==> config.mk <==
export PLATFORM = sky130hd
export DESIGN_NAME = mtm_terminal_mapper
export DESIGN_NICKNAME = d
export VERILOG_FILES = /design/src/rtl/mtm_terminal_mapper.v
export VERILOG_INCLUDE_DIRS = /design/src /design/src/rtl
export SDC_FILE = /design/constraint.sdc
export NUM_CORES = 2
export LEC_CHECK = 0
export BUFFER_PORTS_ARGS = -buffer_cell sky130_fd_sc_hd__buf_2
export CELL_PAD_IN_SITES_DETAIL_PLACEMENT = 2
export CELL_PAD_IN_SITES_GLOBAL_PLACEMENT = 2
export CORE_ASPECT_RATIO = 1.4
export CORE_MARGIN = 2
export CORE_UTILIZATION = 42
export DETAILED_ROUTE_END_ITERATION = 10
export GPL_TIMING_DRIVEN = 0
export PLACE_DENSITY_LB_ADDON = 0.3
export SLEW_MARGIN = 15
export SYNTH_ARGS = -nofsm -noshare
export SYNTH_HDL_FRONTEND = slang
export SYNTH_SLANG_ARGS = --single-unit
==> constraint.sdc <==
create_clock -name clock -period 27.1 [get_ports clock]
set_input_delay 5.42 -clock clock [delete_from_list [all_inputs] [get_ports clock]]
set_output_delay 5.42 -clock clock [all_outputs]
set_load 0.02 [all_outputs]
==> src/rtl/mtm_regs.vh <==
// Register indices, reset values, limits and timing for the terminal mapper
`ifndef MTM_REGS_VH
`define MTM_REGS_VH
// Register indices; byte address is four times the index
`define MTM_REG_IN_FUNC 5'h00
`define MTM_REG_OUT_FUNC 5'h04
`define MTM_REG_FORCE 5'h08
`define MTM_REG_VI_SEL 5'h0D
`define MTM_REG_VI_WORD 5'h0E
`define MTM_REG_VO_CTL 5'h0F
`define MTM_REG_VO_WORD 5'h10
`define MTM_REG_VI_FUNC 5'h11
`define MTM_REG_DIR_POL 5'h19
`define MTM_REG_Z_WIDTH 5'h1A
`define MTM_REG_SER_SEL 5'h1B
`define MTM_REG_VI6_ALT 5'h1C
`define MTM_REG_STATUS 5'h1D
`define MTM_REG_COUNT 29
// Status word field positions
`define MTM_ST_PIN_LSB 0
`define MTM_ST_DIRPOS 4
`define MTM_ST_ZPULSE 5
`define MTM_ST_OUT_LSB 8
// Reset values
`define MTM_RST_IN1_FUNC 8'h01
`define MTM_RST_IN2_FUNC 8'h02
`define MTM_RST_IN3_FUNC 8'h03
`define MTM_RST_IN4_FUNC 8'h04
`define MTM_RST_OUT1_FUNC 8'h02
`define MTM_RST_OUT2_FUNC 8'h03
`define MTM_RST_OUT3_FUNC 8'h05
`define MTM_RST_OUT4_FUNC 8'h08
`define MTM_RST_FORCE 8'h00
`define MTM_RST_VI_SEL 8'h00
`define MTM_RST_VI_WORD 8'h00
`define MTM_RST_VO_CTL 8'h00
`define MTM_RST_VO_WORD 8'h00
`define MTM_RST_VI1_FUNC 8'h05
`define MTM_RST_VI2_FUNC 8'h06
`define MTM_RST_VI3_FUNC 8'h07
`define MTM_RST_VI4_FUNC 8'h08
`define MTM_RST_VI5_FUNC 8'h09
`define MTM_RST_VI6_FUNC 8'h0A
`define MTM_RST_VI7_FUNC 8'h0B
`define MTM_RST_VI8_FUNC 8'h0C
`define MTM_RST_VI6_ALT 8'h0B
`define MTM_RST_DIR_POL 8'h00
`define MTM_RST_Z_WIDTH 8'h32
`define MTM_RST_SER_SEL 8'h00
// Accepted value ranges
`define MTM_MAX_CODE 8'h63
`define MTM_MAX_BYTE 8'hFF
`define MTM_MAX_FLAG 8'h01
`define MTM_MAX_VI_SEL 8'h02
`define MTM_MAX_VO_WORD 8'h0F
`define MTM_MAX_Z_WIDTH 8'hC8
`define MTM_MIN_Z_WIDTH 8'h01
// Virtual input selector modes
`define MTM_VI_PHYS 2'h0
`define MTM_VI_VIRT 2'h1
`define MTM_VI_BOTH 2'h2
// Timing: clock period and index pulse width unit
`define MTM_CLK_NS 8
`define MTM_Z_UNIT_NS 1000
// Bus responses
`define MTM_RESP_OKAY 2'h0
`define MTM_RESP_SLVERR 2'h2
`endif

==> src/rtl/mtm_terminal_mapper.v <==
// Multifunction terminal mapper with AXI4-Lite register slave
`timescale 1ns/1ns
`include "mtm_regs.vh"
module mtm_terminal_mapper (
   input wire clock,
   input wire rst,
   input wire [31:0] s_axi_awaddr,
   input wire s_axi_awvalid,
   output wire s_axi_awready,
   input wire [31:0] s_axi_wdata,
   input wire [3:0] s_axi_wstrb,
   input wire s_axi_wvalid,
   output wire s_axi_wready,
   output reg [1:0] s_axi_bresp,
   output reg s_axi_bvalid,
   input wire s_axi_bready,
   input wire [31:0] s_axi_araddr,
   input wire s_axi_arvalid,
   output wire s_axi_arready,
   output reg [31:0] s_axi_rdata,
   output reg [1:0] s_axi_rresp,
   output reg s_axi_rvalid,
   input wire s_axi_rready,
   input wire [3:0] inTermN,
   input wire cmdDirIn,
   input wire indexEvent,
   input wire [99:0] driveFunc,
   output reg [99:0] funcActive,
   output reg [3:0] outTermN,
   output reg dirPositive,
   output reg indexPulse,
   output reg rs485En,
   output reg diffOut
);

   // Clock cycles per width unit, rounded up so a unit never runs short
   localparam integer ZUNIT =
      (`MTM_Z_UNIT_NS + `MTM_CLK_NS - 1) / `MTM_CLK_NS;
   localparam [6:0] ZUNIT_LAST = ZUNIT[6:0] - 7'h01;

   // Reset value of each register index
   function [7:0] resetVal;
      input [4:0] i;
      begin
         case (i)
            5'h00: resetVal = `MTM_RST_IN1_FUNC;
            5'h01: resetVal = `MTM_RST_IN2_FUNC;
            5'h02: resetVal = `MTM_RST_IN3_FUNC;
            5'h03: resetVal = `MTM_RST_IN4_FUNC;
            5'h04: resetVal = `MTM_RST_OUT1_FUNC;
            5'h05: resetVal = `MTM_RST_OUT2_FUNC;
            5'h06: resetVal = `MTM_RST_OUT3_FUNC;
            5'h07: resetVal = `MTM_RST_OUT4_FUNC;
            `MTM_REG_VI_SEL: resetVal = `MTM_RST_VI_SEL;
            `MTM_REG_VI_WORD: resetVal = `MTM_RST_VI_WORD;
            `MTM_REG_VO_CTL: resetVal = `MTM_RST_VO_CTL;
            `MTM_REG_VO_WORD: resetVal = `MTM_RST_VO_WORD;
            5'h11: resetVal = `MTM_RST_VI1_FUNC;
            5'h12: resetVal = `MTM_RST_VI2_FUNC;
            5'h13: resetVal = `MTM_RST_VI3_FUNC;
            5'h14: resetVal = `MTM_RST_VI4_FUNC;
            5'h15: resetVal = `MTM_RST_VI5_FUNC;
            5'h16: resetVal = `MTM_RST_VI6_FUNC;
            5'h17: resetVal = `MTM_RST_VI7_FUNC;
            5'h18: resetVal = `MTM_RST_VI8_FUNC;
            `MTM_REG_DIR_POL: resetVal = `MTM_RST_DIR_POL;
            `MTM_REG_Z_WIDTH: resetVal = `MTM_RST_Z_WIDTH;
            `MTM_REG_SER_SEL: resetVal = `MTM_RST_SER_SEL;
            `MTM_REG_VI6_ALT: resetVal = `MTM_RST_VI6_ALT;
            default: resetVal = `MTM_RST_FORCE;
         endcase
      end
   endfunction

   // Highest value each register accepts
   function [7:0] maxVal;
      input [4:0] i;
      begin
         case (i)
            `MTM_REG_VI_SEL: maxVal = `MTM_MAX_VI_SEL;
            `MTM_REG_VI_WORD: maxVal = `MTM_MAX_BYTE;
            `MTM_REG_VO_CTL: maxVal = `MTM_MAX_FLAG;
            `MTM_REG_VO_WORD: maxVal = `MTM_MAX_VO_WORD;
            `MTM_REG_DIR_POL: maxVal = `MTM_MAX_FLAG;
            `MTM_REG_Z_WIDTH: maxVal = `MTM_MAX_Z_WIDTH;
            `MTM_REG_SER_SEL: maxVal = `MTM_MAX_FLAG;
            5'h08, 5'h09, 5'h0A, 5'h0B, 5'h0C: maxVal = `MTM_MAX_BYTE;
            default: maxVal = `MTM_MAX_CODE;
         endcase
      end
   endfunction

   reg [7:0] cfg_r [0:`MTM_REG_COUNT-1];
   reg awHeld_r;
   reg wHeld_r;
   reg [4:0] awIdx_r;
   reg [7:0] wByte_r;
   reg wOk_r;
   reg awHigh_r;
   reg [3:0] pinMeta_r;
   reg [3:0] pinSync_r;
   reg dirMeta_r;
   reg dirSync_r;
   reg [6:0] zPre_r;
   reg [7:0] zLeft_r;
   reg [7:0] zLeft_nxt;
   reg [6:0] zPre_nxt;
   wire [31:0] statusWord;
   wire [11:0] slotAct;
   wire [39:0] forceBits;
   wire [99:0] funcHit;
   wire doWrite;
   wire wrRangeOk;
   wire [4:0] arIdx;
   wire [1:0] viSel;
   integer n;
   integer j;
   wire awTake;
   wire wTake;
   wire arTake;
   wire wrAccept;
   wire physOn;
   wire virtOn;

   assign viSel = cfg_r[`MTM_REG_VI_SEL][1:0];

   // Mode decode shared by every slot of one kind; selector 3 is refused
   assign physOn = (viSel == `MTM_VI_PHYS) |
      (viSel == `MTM_VI_BOTH);
   assign virtOn = (viSel == `MTM_VI_VIRT) |
      (viSel == `MTM_VI_BOTH);

   // Write address and data are caught independently, in either order
   // No new beat is taken while a response waits, so the held address
   // and data always belong to the write being answered
   assign s_axi_awready = ~awHeld_r & ~s_axi_bvalid;
   assign s_axi_wready = ~wHeld_r & ~s_axi_bvalid;
   assign awTake = s_axi_awvalid & s_axi_awready;
   assign wTake = s_axi_wvalid & s_axi_wready;
   assign doWrite = awHeld_r & wHeld_r & ~s_axi_bvalid;
   assign wrRangeOk = ~awHigh_r & wOk_r &
      (awIdx_r < `MTM_REG_COUNT) &
      (wByte_r <= maxVal(awIdx_r)) &
      ((awIdx_r != `MTM_REG_Z_WIDTH) | (wByte_r >= `MTM_MIN_Z_WIDTH));

   // A write lands only when every check passes; otherwise nothing changes
   assign wrAccept = doWrite & wrRangeOk;

   always @(posedge clock or posedge rst) begin
      if (rst) begin
         awHeld_r <= 1'b0;
         wHeld_r <= 1'b0;
         awIdx_r <= 5'h00;
         awHigh_r <= 1'b0;
         wByte_r <= 8'h00;
         wOk_r <= 1'b0;
         s_axi_bvalid <= 1'b0;
         s_axi_bresp <= `MTM_RESP_OKAY;
      end else begin
         if (awTake) begin
            awHeld_r <= 1'b1;
            awIdx_r <= s_axi_awaddr[6:2];
            awHigh_r <= |s_axi_awaddr[31:7];
         end
         if (wTake) begin
            wHeld_r <= 1'b1;
            wByte_r <= s_axi_wdata[7:0];
            // Upper bits must be zero and the low lane enabled
            wOk_r <= s_axi_wstrb[0] & ~|s_axi_wdata[31:8];
         end
         // Response: OKAY when the value was stored, SLVERR when refused
         if (doWrite) begin
            awHeld_r <= 1'b0;
            wHeld_r <= 1'b0;
            s_axi_bvalid <= 1'b1;
            s_axi_bresp <= wrRangeOk ? `MTM_RESP_OKAY : `MTM_RESP_SLVERR;
         end else if (s_axi_bvalid & s_axi_bready) begin
            s_axi_bvalid <= 1'b0;
         end
      end
   end

   // Register file; out-of-range values are refused and the old one kept
   always @(posedge clock or posedge rst) begin
      if (rst) begin
         for (n = 0; n < `MTM_REG_COUNT; n = n + 1) begin
            cfg_r[n] <= resetVal(n[4:0]);
         end
      end else if (wrAccept) begin
         cfg_r[awIdx_r] <= wByte_r;
      end
   end

   // Read channel: one answer per address, one cycle after acceptance
   // Unmapped and high addresses answer SLVERR with zero data
   assign s_axi_arready = ~s_axi_rvalid;
   assign arTake = s_axi_arvalid & s_axi_arready;
   assign arIdx = s_axi_araddr[6:2];

   always @(posedge clock or posedge rst) begin
      if (rst) begin
         s_axi_rvalid <= 1'b0;
         s_axi_rdata <= 32'h00000000;
         s_axi_rresp <= `MTM_RESP_OKAY;
      end else if (arTake) begin
         s_axi_rvalid <= 1'b1;
         s_axi_rresp <= `MTM_RESP_OKAY;
         if (|s_axi_araddr[31:7]) begin
            s_axi_rdata <= 32'h00000000;
            s_axi_rresp <= `MTM_RESP_SLVERR;
         end else if (arIdx < `MTM_REG_COUNT) begin
            s_axi_rdata <= {24'h000000, cfg_r[arIdx]};
         end else if (arIdx == `MTM_REG_STATUS) begin
            s_axi_rdata <= statusWord;
         end else begin
            s_axi_rdata <= 32'h00000000;
            s_axi_rresp <= `MTM_RESP_SLVERR;
         end
      end else if (s_axi_rready) begin
         s_axi_rvalid <= 1'b0;
      end
   end

   // Two-flop synchronisers for the pins; the first stage feeds only the second
   // Pins reset to the released level, so no false assertion follows reset
   always @(posedge clock or posedge rst) begin
      if (rst) begin
         pinMeta_r <= 4'hF;
         pinSync_r <= 4'hF;
         dirMeta_r <= 1'b0;
         dirSync_r <= 1'b0;
      end else begin
         pinMeta_r <= inTermN;
         pinSync_r <= pinMeta_r;
         dirMeta_r <= cmdDirIn;
         dirSync_r <= dirMeta_r;
      end
   end

   // Read-only status: asserted pins, direction, index pulse, terminals
   assign statusWord = {20'h00000, outTermN,
      2'h0, indexPulse,
      dirPositive, ~pinSync_r};

   // Force words gathered into one vector; bit j forces function j+1
   // Limitation: five words reach codes 1..40 only; higher codes cannot
   genvar g;
   genvar k;
   generate
      for (g = 0; g < 5; g = g + 1) begin : forceGrp
         assign forceBits[g*8+7:g*8] = cfg_r[`MTM_REG_FORCE+g];
      end
   endgenerate

   // Logical input slots: 0..3 physical, 4..11 virtual word bits
   // All twelve slots always exist; the mode only gates which ones count
   wire [6:0] slotCode [0:11];
   generate
      for (g = 0; g < 12; g = g + 1) begin : slotGrp
         if (g < 4) begin : physSlot
            // Low pin level means asserted; used in modes 0 and 2
            assign slotAct[g] = ~pinSync_r[g] &
               physOn;
            assign slotCode[g] = cfg_r[`MTM_REG_IN_FUNC+g][6:0];
         end else begin : virtSlot
            assign slotAct[g] = cfg_r[`MTM_REG_VI_WORD][g-4] &
               virtOn;
            assign slotCode[g] = cfg_r[`MTM_REG_VI_FUNC+g-4][6:0];
         end
      end
   endgenerate

   // One matcher per function code; code 0 never matches anything
   // Several slots may share a code; any one of them raises the function
   generate
      for (k = 0; k < 100; k = k + 1) begin : funcGrp
         wire [11:0] match;
         for (g = 0; g < 12; g = g + 1) begin : slotMatch
            assign match[g] = ({25'h0000000, slotCode[g]} == k);
         end
         if (k == 0) begin : nullCode
            assign funcHit[k] = 1'b0;
         end else if (k <= 40) begin : forcible
            assign funcHit[k] = |(match & slotAct) | forceBits[k-1];
         end else begin : plain
            assign funcHit[k] = |(match & slotAct);
         end
      end
   endgenerate

   // Registered function levels and terminal outputs
   always @(posedge clock or posedge rst) begin
      if (rst) begin
         funcActive <= 100'h0;
         outTermN <= 4'hF;
         dirPositive <= 1'b1;
      end else begin
         funcActive <= funcHit;
         for (j = 0; j < 4; j = j + 1) begin
            // Virtual control hands the terminals to software
            if (cfg_r[`MTM_REG_VO_CTL][0]) begin
               outTermN[j] <= ~cfg_r[`MTM_REG_VO_WORD][j];
            // Code 0 keeps the terminal released instead of reading bit 0
            end else if (cfg_r[`MTM_REG_OUT_FUNC+j] == 8'h00) begin
               outTermN[j] <= 1'b1;
            end else begin
               outTermN[j] <=
                  ~driveFunc[cfg_r[`MTM_REG_OUT_FUNC+j][6:0]];
            end
         end
         // Polarity 1 inverts the direction sense
         dirPositive <= dirSync_r ^ cfg_r[`MTM_REG_DIR_POL][0];
      end
   end

   // Index pulse length counter; a new event restarts the full width
   // Width counts whole units of ZUNIT cycles; a width of 0 is refused
   always @* begin
      zLeft_nxt = zLeft_r;
      zPre_nxt = zPre_r;
      if (indexEvent) begin
         zLeft_nxt = cfg_r[`MTM_REG_Z_WIDTH];
         zPre_nxt = 7'h00;
      end else if (zLeft_r != 8'h00) begin
         if (zPre_r == ZUNIT_LAST) begin
            zPre_nxt = 7'h00;
            zLeft_nxt = zLeft_r - 8'h01;
         end else begin
            zPre_nxt = zPre_r + 7'h01;
         end
      end
   end

   always @(posedge clock or posedge rst) begin
      if (rst) begin
         zLeft_r <= 8'h00;
         zPre_r <= 7'h00;
         indexPulse <= 1'b0;
      end else begin
         zLeft_r <= zLeft_nxt;
         zPre_r <= zPre_nxt;
         indexPulse <= (zLeft_nxt != 8'h00);
      end
   end

   // Serial port use: RS485 or extra differential index output
   // The differential copy lags the index pulse by one cycle
   always @(posedge clock or posedge rst) begin
      if (rst) begin
         rs485En <= 1'b1;
         diffOut <= 1'b0;
      end else begin
         rs485En <= ~cfg_r[`MTM_REG_SER_SEL][0];
         diffOut <= cfg_r[`MTM_REG_SER_SEL][0] & indexPulse;
      end
   end

endmodule

==> results of run 1 <==
cells in the mapped netlist, drive strengths merged (8+ instances only):
cell / count / area [µm²]
or3b: 19 / 166
dfrtp: 349 / 8730
ha: 13 / 163
o2111ai: 19 / 166
nand3: 108 / 541
a21oi: 87 / 435
a2111oi: 14 / 123
a22o: 10 / 87.6
or4: 9 / 67.6
and3b: 19 / 166
nand4b: 8 / 70.1
a32oi: 9 / 78.8
a221oi: 120 / 1050
o221ai: 32 / 280
inv: 28 / 105
mux2i: 32 / 320
o22ai: 236 / 1480
o22a: 18 / 158
or2: 20 / 125
nor2: 210 / 788
nor2b: 36 / 233
and2: 35 / 219
dfstp: 48 / 1260
nand2: 275 / 1050
nor3b: 28 / 210
buf: 83 / 499
nand4: 34 / 213
a22oi: 43 / 323
nand3b: 33 / 248
a211oi: 28 / 210
or3: 23 / 144
a31oi: 13 / 81.3
nand2b: 40 / 250
nor4: 75 / 890
mux4: 158 / 3560
mux2: 256 / 3690
o211ai: 13 / 97.6
o21ai: 73 / 365
clkbuf: 200 / 752
nor3: 81 / 417
and3: 9 / 56.3
routing by layer:
| metal | overflow | global-route usage (%) |
|---|---|---|
| met4 | 166 | 74.0 |
| met5 | 0 | 21.9 |
| met2 | 152 | 92.0 |
| met3 | 5 | 58.2 |
| met1 | 0 | 74.2 |
logic make-up after synthesis:
kind of cell | share of synthesized area, %
adders and majority gates | 0.535
muxes | 24.9
other | 0.0123
buffers and inverters | 4.46
xor gates and xnor gates | 0.115
AOI/OAI and AO/OA | 17.4
DFF | 32.9
and+or+nand+nor | 19.7
per-stage QoR:
stage	util, %	std cells	instance area [µm²]	hold slack (ps)	setup WS (ps)
after global placement	46.6	4299	33300	346	7040
after CTS	49.4	4412	35400	349	18460
after detailed placement	47.2	4331	33800	347	17850
after floorplan	-	3026	30500	331	10720
==> reports/qor.csv, run 1 <==
metric,value,unit
# IOs,362,
Async SR Flop Fraction,100,%
Fail Step,5_1_grt,
prevailing post-synth register cell,dfrtp_1,
# port buffers,329,
first-pass GRT wire length,398000,µm
syn avg cell area,10.1,µm²
DP HPWL,170000,µm
Initial Util,42.5,%
Inserted Clock Buffers,44,
Tool Error,[ERROR GRT-0116] Global routing finished with congestion. Check the congestion regions in the DRC Viewer.,
number of flops mapped to enable cells by yosys,0,
CTS Buffer Depth,3,
Mapped Area,30400,µm²
largest net degree at the start of global routing,121,
GRT Resource Usage Total,74.3,%
Cells after Synth,3004,
CTS Root Cell,clkbuf_16,
grt total ovfl,323,
clock sink total,397,
status,did not finish,
post-CTS sizing,0,
Post-CTS Setup Repair Bufs,0,
Clock H-tree levels,2,
die width,231,µm
Yosys cell types,80,
vias in the first global route,44628,
# rows,116,
"Seq/Total Area, Yosys",32.9,%
hold buffers post-CTS,0,
GP Congestion,1.21,
height of the die,322,µm
Yosys reg bits,397,
yosys warns,0,
==> run 2, diff against run 1 <==
Settings changed: CELL_PAD_IN_SITES_DETAIL_PLACEMENT 2 to default, CELL_PAD_IN_SITES_GLOBAL_PLACEMENT 2 to default, CORE_ASPECT_RATIO 1.4 to default, CORE_UTILIZATION 42 to 40, PLACE_DENSITY_LB_ADDON 0.3 to 0.15.
==> reports/qor.csv, run 2 <==
metric,value,unit,change
synth cell count leaders,"349 x dfrtp_1, 274 x nand2_1, 236 x o22ai_1, 214 x mux2_4, 210 x nor2_1",,unchanged
initial antenna violation count,21,,
unrepaired setup endpoints after global routing,no,,
Crit Path Category,input port to register,,
"Top cell by count, worst path",o211ai_1,,
Power Density,48.0,nW/µm²,
clk_lat worst skew,640,ps,
crit path time final,8230,ps,
prevailing post-synth register cell,dfrtp_1,,unchanged
Yosys cell types,80,,unchanged
Total Wirelength,205000,µm,
WHS,351,ps,
maxcap violations,0,,
CP max stage cell,buf_1,,
DP HPWL,154000,µm,was 170000 µm
drt wl/cell,45.8,µm,
FMAX,122,MHz,
number of flops mapped to enable cells by yosys,0,,unchanged
slack of the critical path,18870,ps,
Fin. Hold Viols,0,,
"Seq/Total Area, Yosys",32.9,%,unchanged
Static Leak,14.2,nW,
syn avg cell area,10.1,µm²,unchanged
height of the die,280,µm,was 322 µm
first-pass GRT wire length,279000,µm,
# port buffers,329,,unchanged
GP Congestion,1.19,,was 1.21
worst rel slew slack,1.86,%,
via count,34654,,
"Most flops, register",cfg_r,,
hold buffers post-CTS,0,,unchanged
starting DRC count in detailed routing,6155,,
"most common cell after layout, fill and taps aside",dfrtp_1,,
pre-CTS WS,18560,ps,was 17850 ps
# IOs,362,,unchanged
yosys warns,0,,unchanged
CP Cell Sequence,clkbuf_1 > buf_1 > buf_2 > mux4_2 > mux2i_1 > o211ai_1 > o211ai_1 > o211ai_1,,
Initial Util,40.2,%,was 42.5%
CP peak stage delay,960,ps,
CTS Buffer Depth,3,,unchanged
CTS tree,built,,
largest cells by area after synthesis,"dfrtp_1 29%, mux4_2 12%, mux2_4 11%, o22ai_1 4.9%, dfstp_2 4.1%",,unchanged
total of fill cells in the finished design,6825,,
WP data arrival,8710,ps,
most common cell in the netlist,dfrtp_1,,unchanged
"critical path fanouts, max",10,,
worst clock skew,31.6,ps,
TNS Setup,0,ps,
vias per inst,7.74,,
clock transition at the registers of the reported paths,60,ps,
crit path launch type,input port,,
Die ar.,78200,µm²,
clock sink total,397,,unchanged
CTS Root Cell,clkbuf_16,,unchanged
# setup viols final,0,,
DRT antenna net count,0,,
core box area,75600,µm²,
Final period util,30.4,%,
Critical Path RT,27580,ps,
status,completed,,was did not finish
Crit. End Element,register,,
most frequent cells in the layout,"349 x dfrtp_1, 348 x buf_2, 274 x nand2_1, 236 x o22ai_1, 214 x mux2_4",,
die width,280,µm,was 231 µm
Async SR Flop Fraction,100,%,unchanged
drt first pass iters,9,,
worst slew pin tran,1470,ps,
Cells after Synth,3004,,unchanged
Hold WC Path Type,register to register,,
Layout area overhead,17.6,%,
Inserted Clock Buffers,46,,was 44
top-area cell type share of the netlist area,28.7,%,unchanged
vias in the first global route,33296,,
fraction of layout cells with a size suffix above 1,30.7,%,
VDD IR-drop max,77.7,µV,
Clock H-tree levels,2,,unchanged
grt total ovfl,0,,
max reg flops,232,,
Post-CTS Setup Repair Bufs,0,,unchanged
Mapped Area,30400,µm²,unchanged
GRT Resource Usage Total,51.7,%,
largest registers,"cfg_r x232, funcActive x99, s_axi_rdata x12",,
Yosys reg bits,397,,unchanged
# nets final,3673,,
cell taking the most area after synthesis,dfrtp_1,,unchanged
pins over their slew limit,0,,
post-CTS sizing,0,,unchanged
# rows,101,,was 116
largest net degree at the start of global routing,121,,
DRC violations left,0,,
==> run 2: cell counts after synthesis <==
Identical to the previous run, type by type.
==> run 2: logic make-up after synthesis <==
| kind of cell | Yosys count | share of synthesized area [%] |
|---|---|---|
| compound gates | 755 | 17.4 |
| xor+xnor | 4 | 0.115 |
| fa+ha+maj | 13 | 0.535 |
| buf+inv | 311 | 4.46 |
| flops | 397 | 32.9 |
| mux | 446 | 24.9 |
| other cells | 1 | 0.0123 |
| simple gates | 1077 | 19.7 |
==> run 2: layout make-up <==
| type | count | area (µm²) | area share, % |
|---|---|---|---|
| clock buffer | 66 | 1370 | 3.83 |
| buffer | 283 | 1260 | 3.53 |
| timing repair buffer | 373 | 2070 | 5.79 |
| inverter | 28 | 113 | 0.315 |
| clock inverter | 20 | 298 | 0.833 |
| antenna | 16 | 40.0 | 0.112 |
| sequential | 397 | 9990 | 28.0 |
| multi-input combinational | 2318 | 19400 | 54.2 |
| tap | 978 | 1220 | 3.42 |
==> run 2: worst max-delay path, delay by kind of cell <==
kind                   cells  cell delay, ps
AOI/OAI and AO/OA          3             620
buffers and inverters      3            1800
muxes                      2             860
==> run 2: final timing paths <==
check / cells past startpoint / start / slack, ps / endpoint
max reg2reg: 16 / awIdx_r[3]$_DFFE_PP0P_ / 21980 / cfg_r[223]$_DFFE_PP0P_
min in group asynchronous: 2 / rst / 4880 / funcActive[71]$_DFF_PP0_
max in group asynchronous: 5 / rst / 20220 / zPre_r[6]$_DFFE_PP0P_
min reg2reg: 0 / pinMeta_r[2]$_DFF_PP1_ / 350 / pinSync_r[2]$_DFF_PP1_
max: 8 / s_axi_araddr[2] / 18870 / s_axi_rdata[3]$_DFFE_PP0P_
min: 0 / pinMeta_r[2]$_DFF_PP1_ / 350 / pinSync_r[2]$_DFF_PP1_
==> run 2: routing by layer <==
layer	global-route usage (%)	vias up	share of wire, %
met5	1.38	-	0.078
li1	-	12688	-
met4	39.3	14	10
met2	70.8	3782	39
met1	62.7	17083	36
met3	23.8	1087	15
==> run 2: power breakdown <==
part	total (mW)	internal, mW	switching (mW)
registers	0.631	0.607	0.0242
logic	0.386	0.104	0.282
clock network	0.698	0.404	0.294
==> run 2: per-stage QoR <==
stage / utilization (%) / cell area [µm²] / cells / power (mW)
4_1_cts: 47.0 / 35500 / 4453 / 1.69
3_3_place_gp: 44.1 / 33400 / 4333 / 0.974
3_5_place_dp: 44.8 / 33900 / 4367 / 1.00
6_report: 47.3 / 35700 / 4479 / 1.72
2_1_floorplan: - / 30500 / 3026 / 0.875
5_1_grt: 47.3 / 35700 / 4466 / 1.74
(Power assumes the default switching activity.)
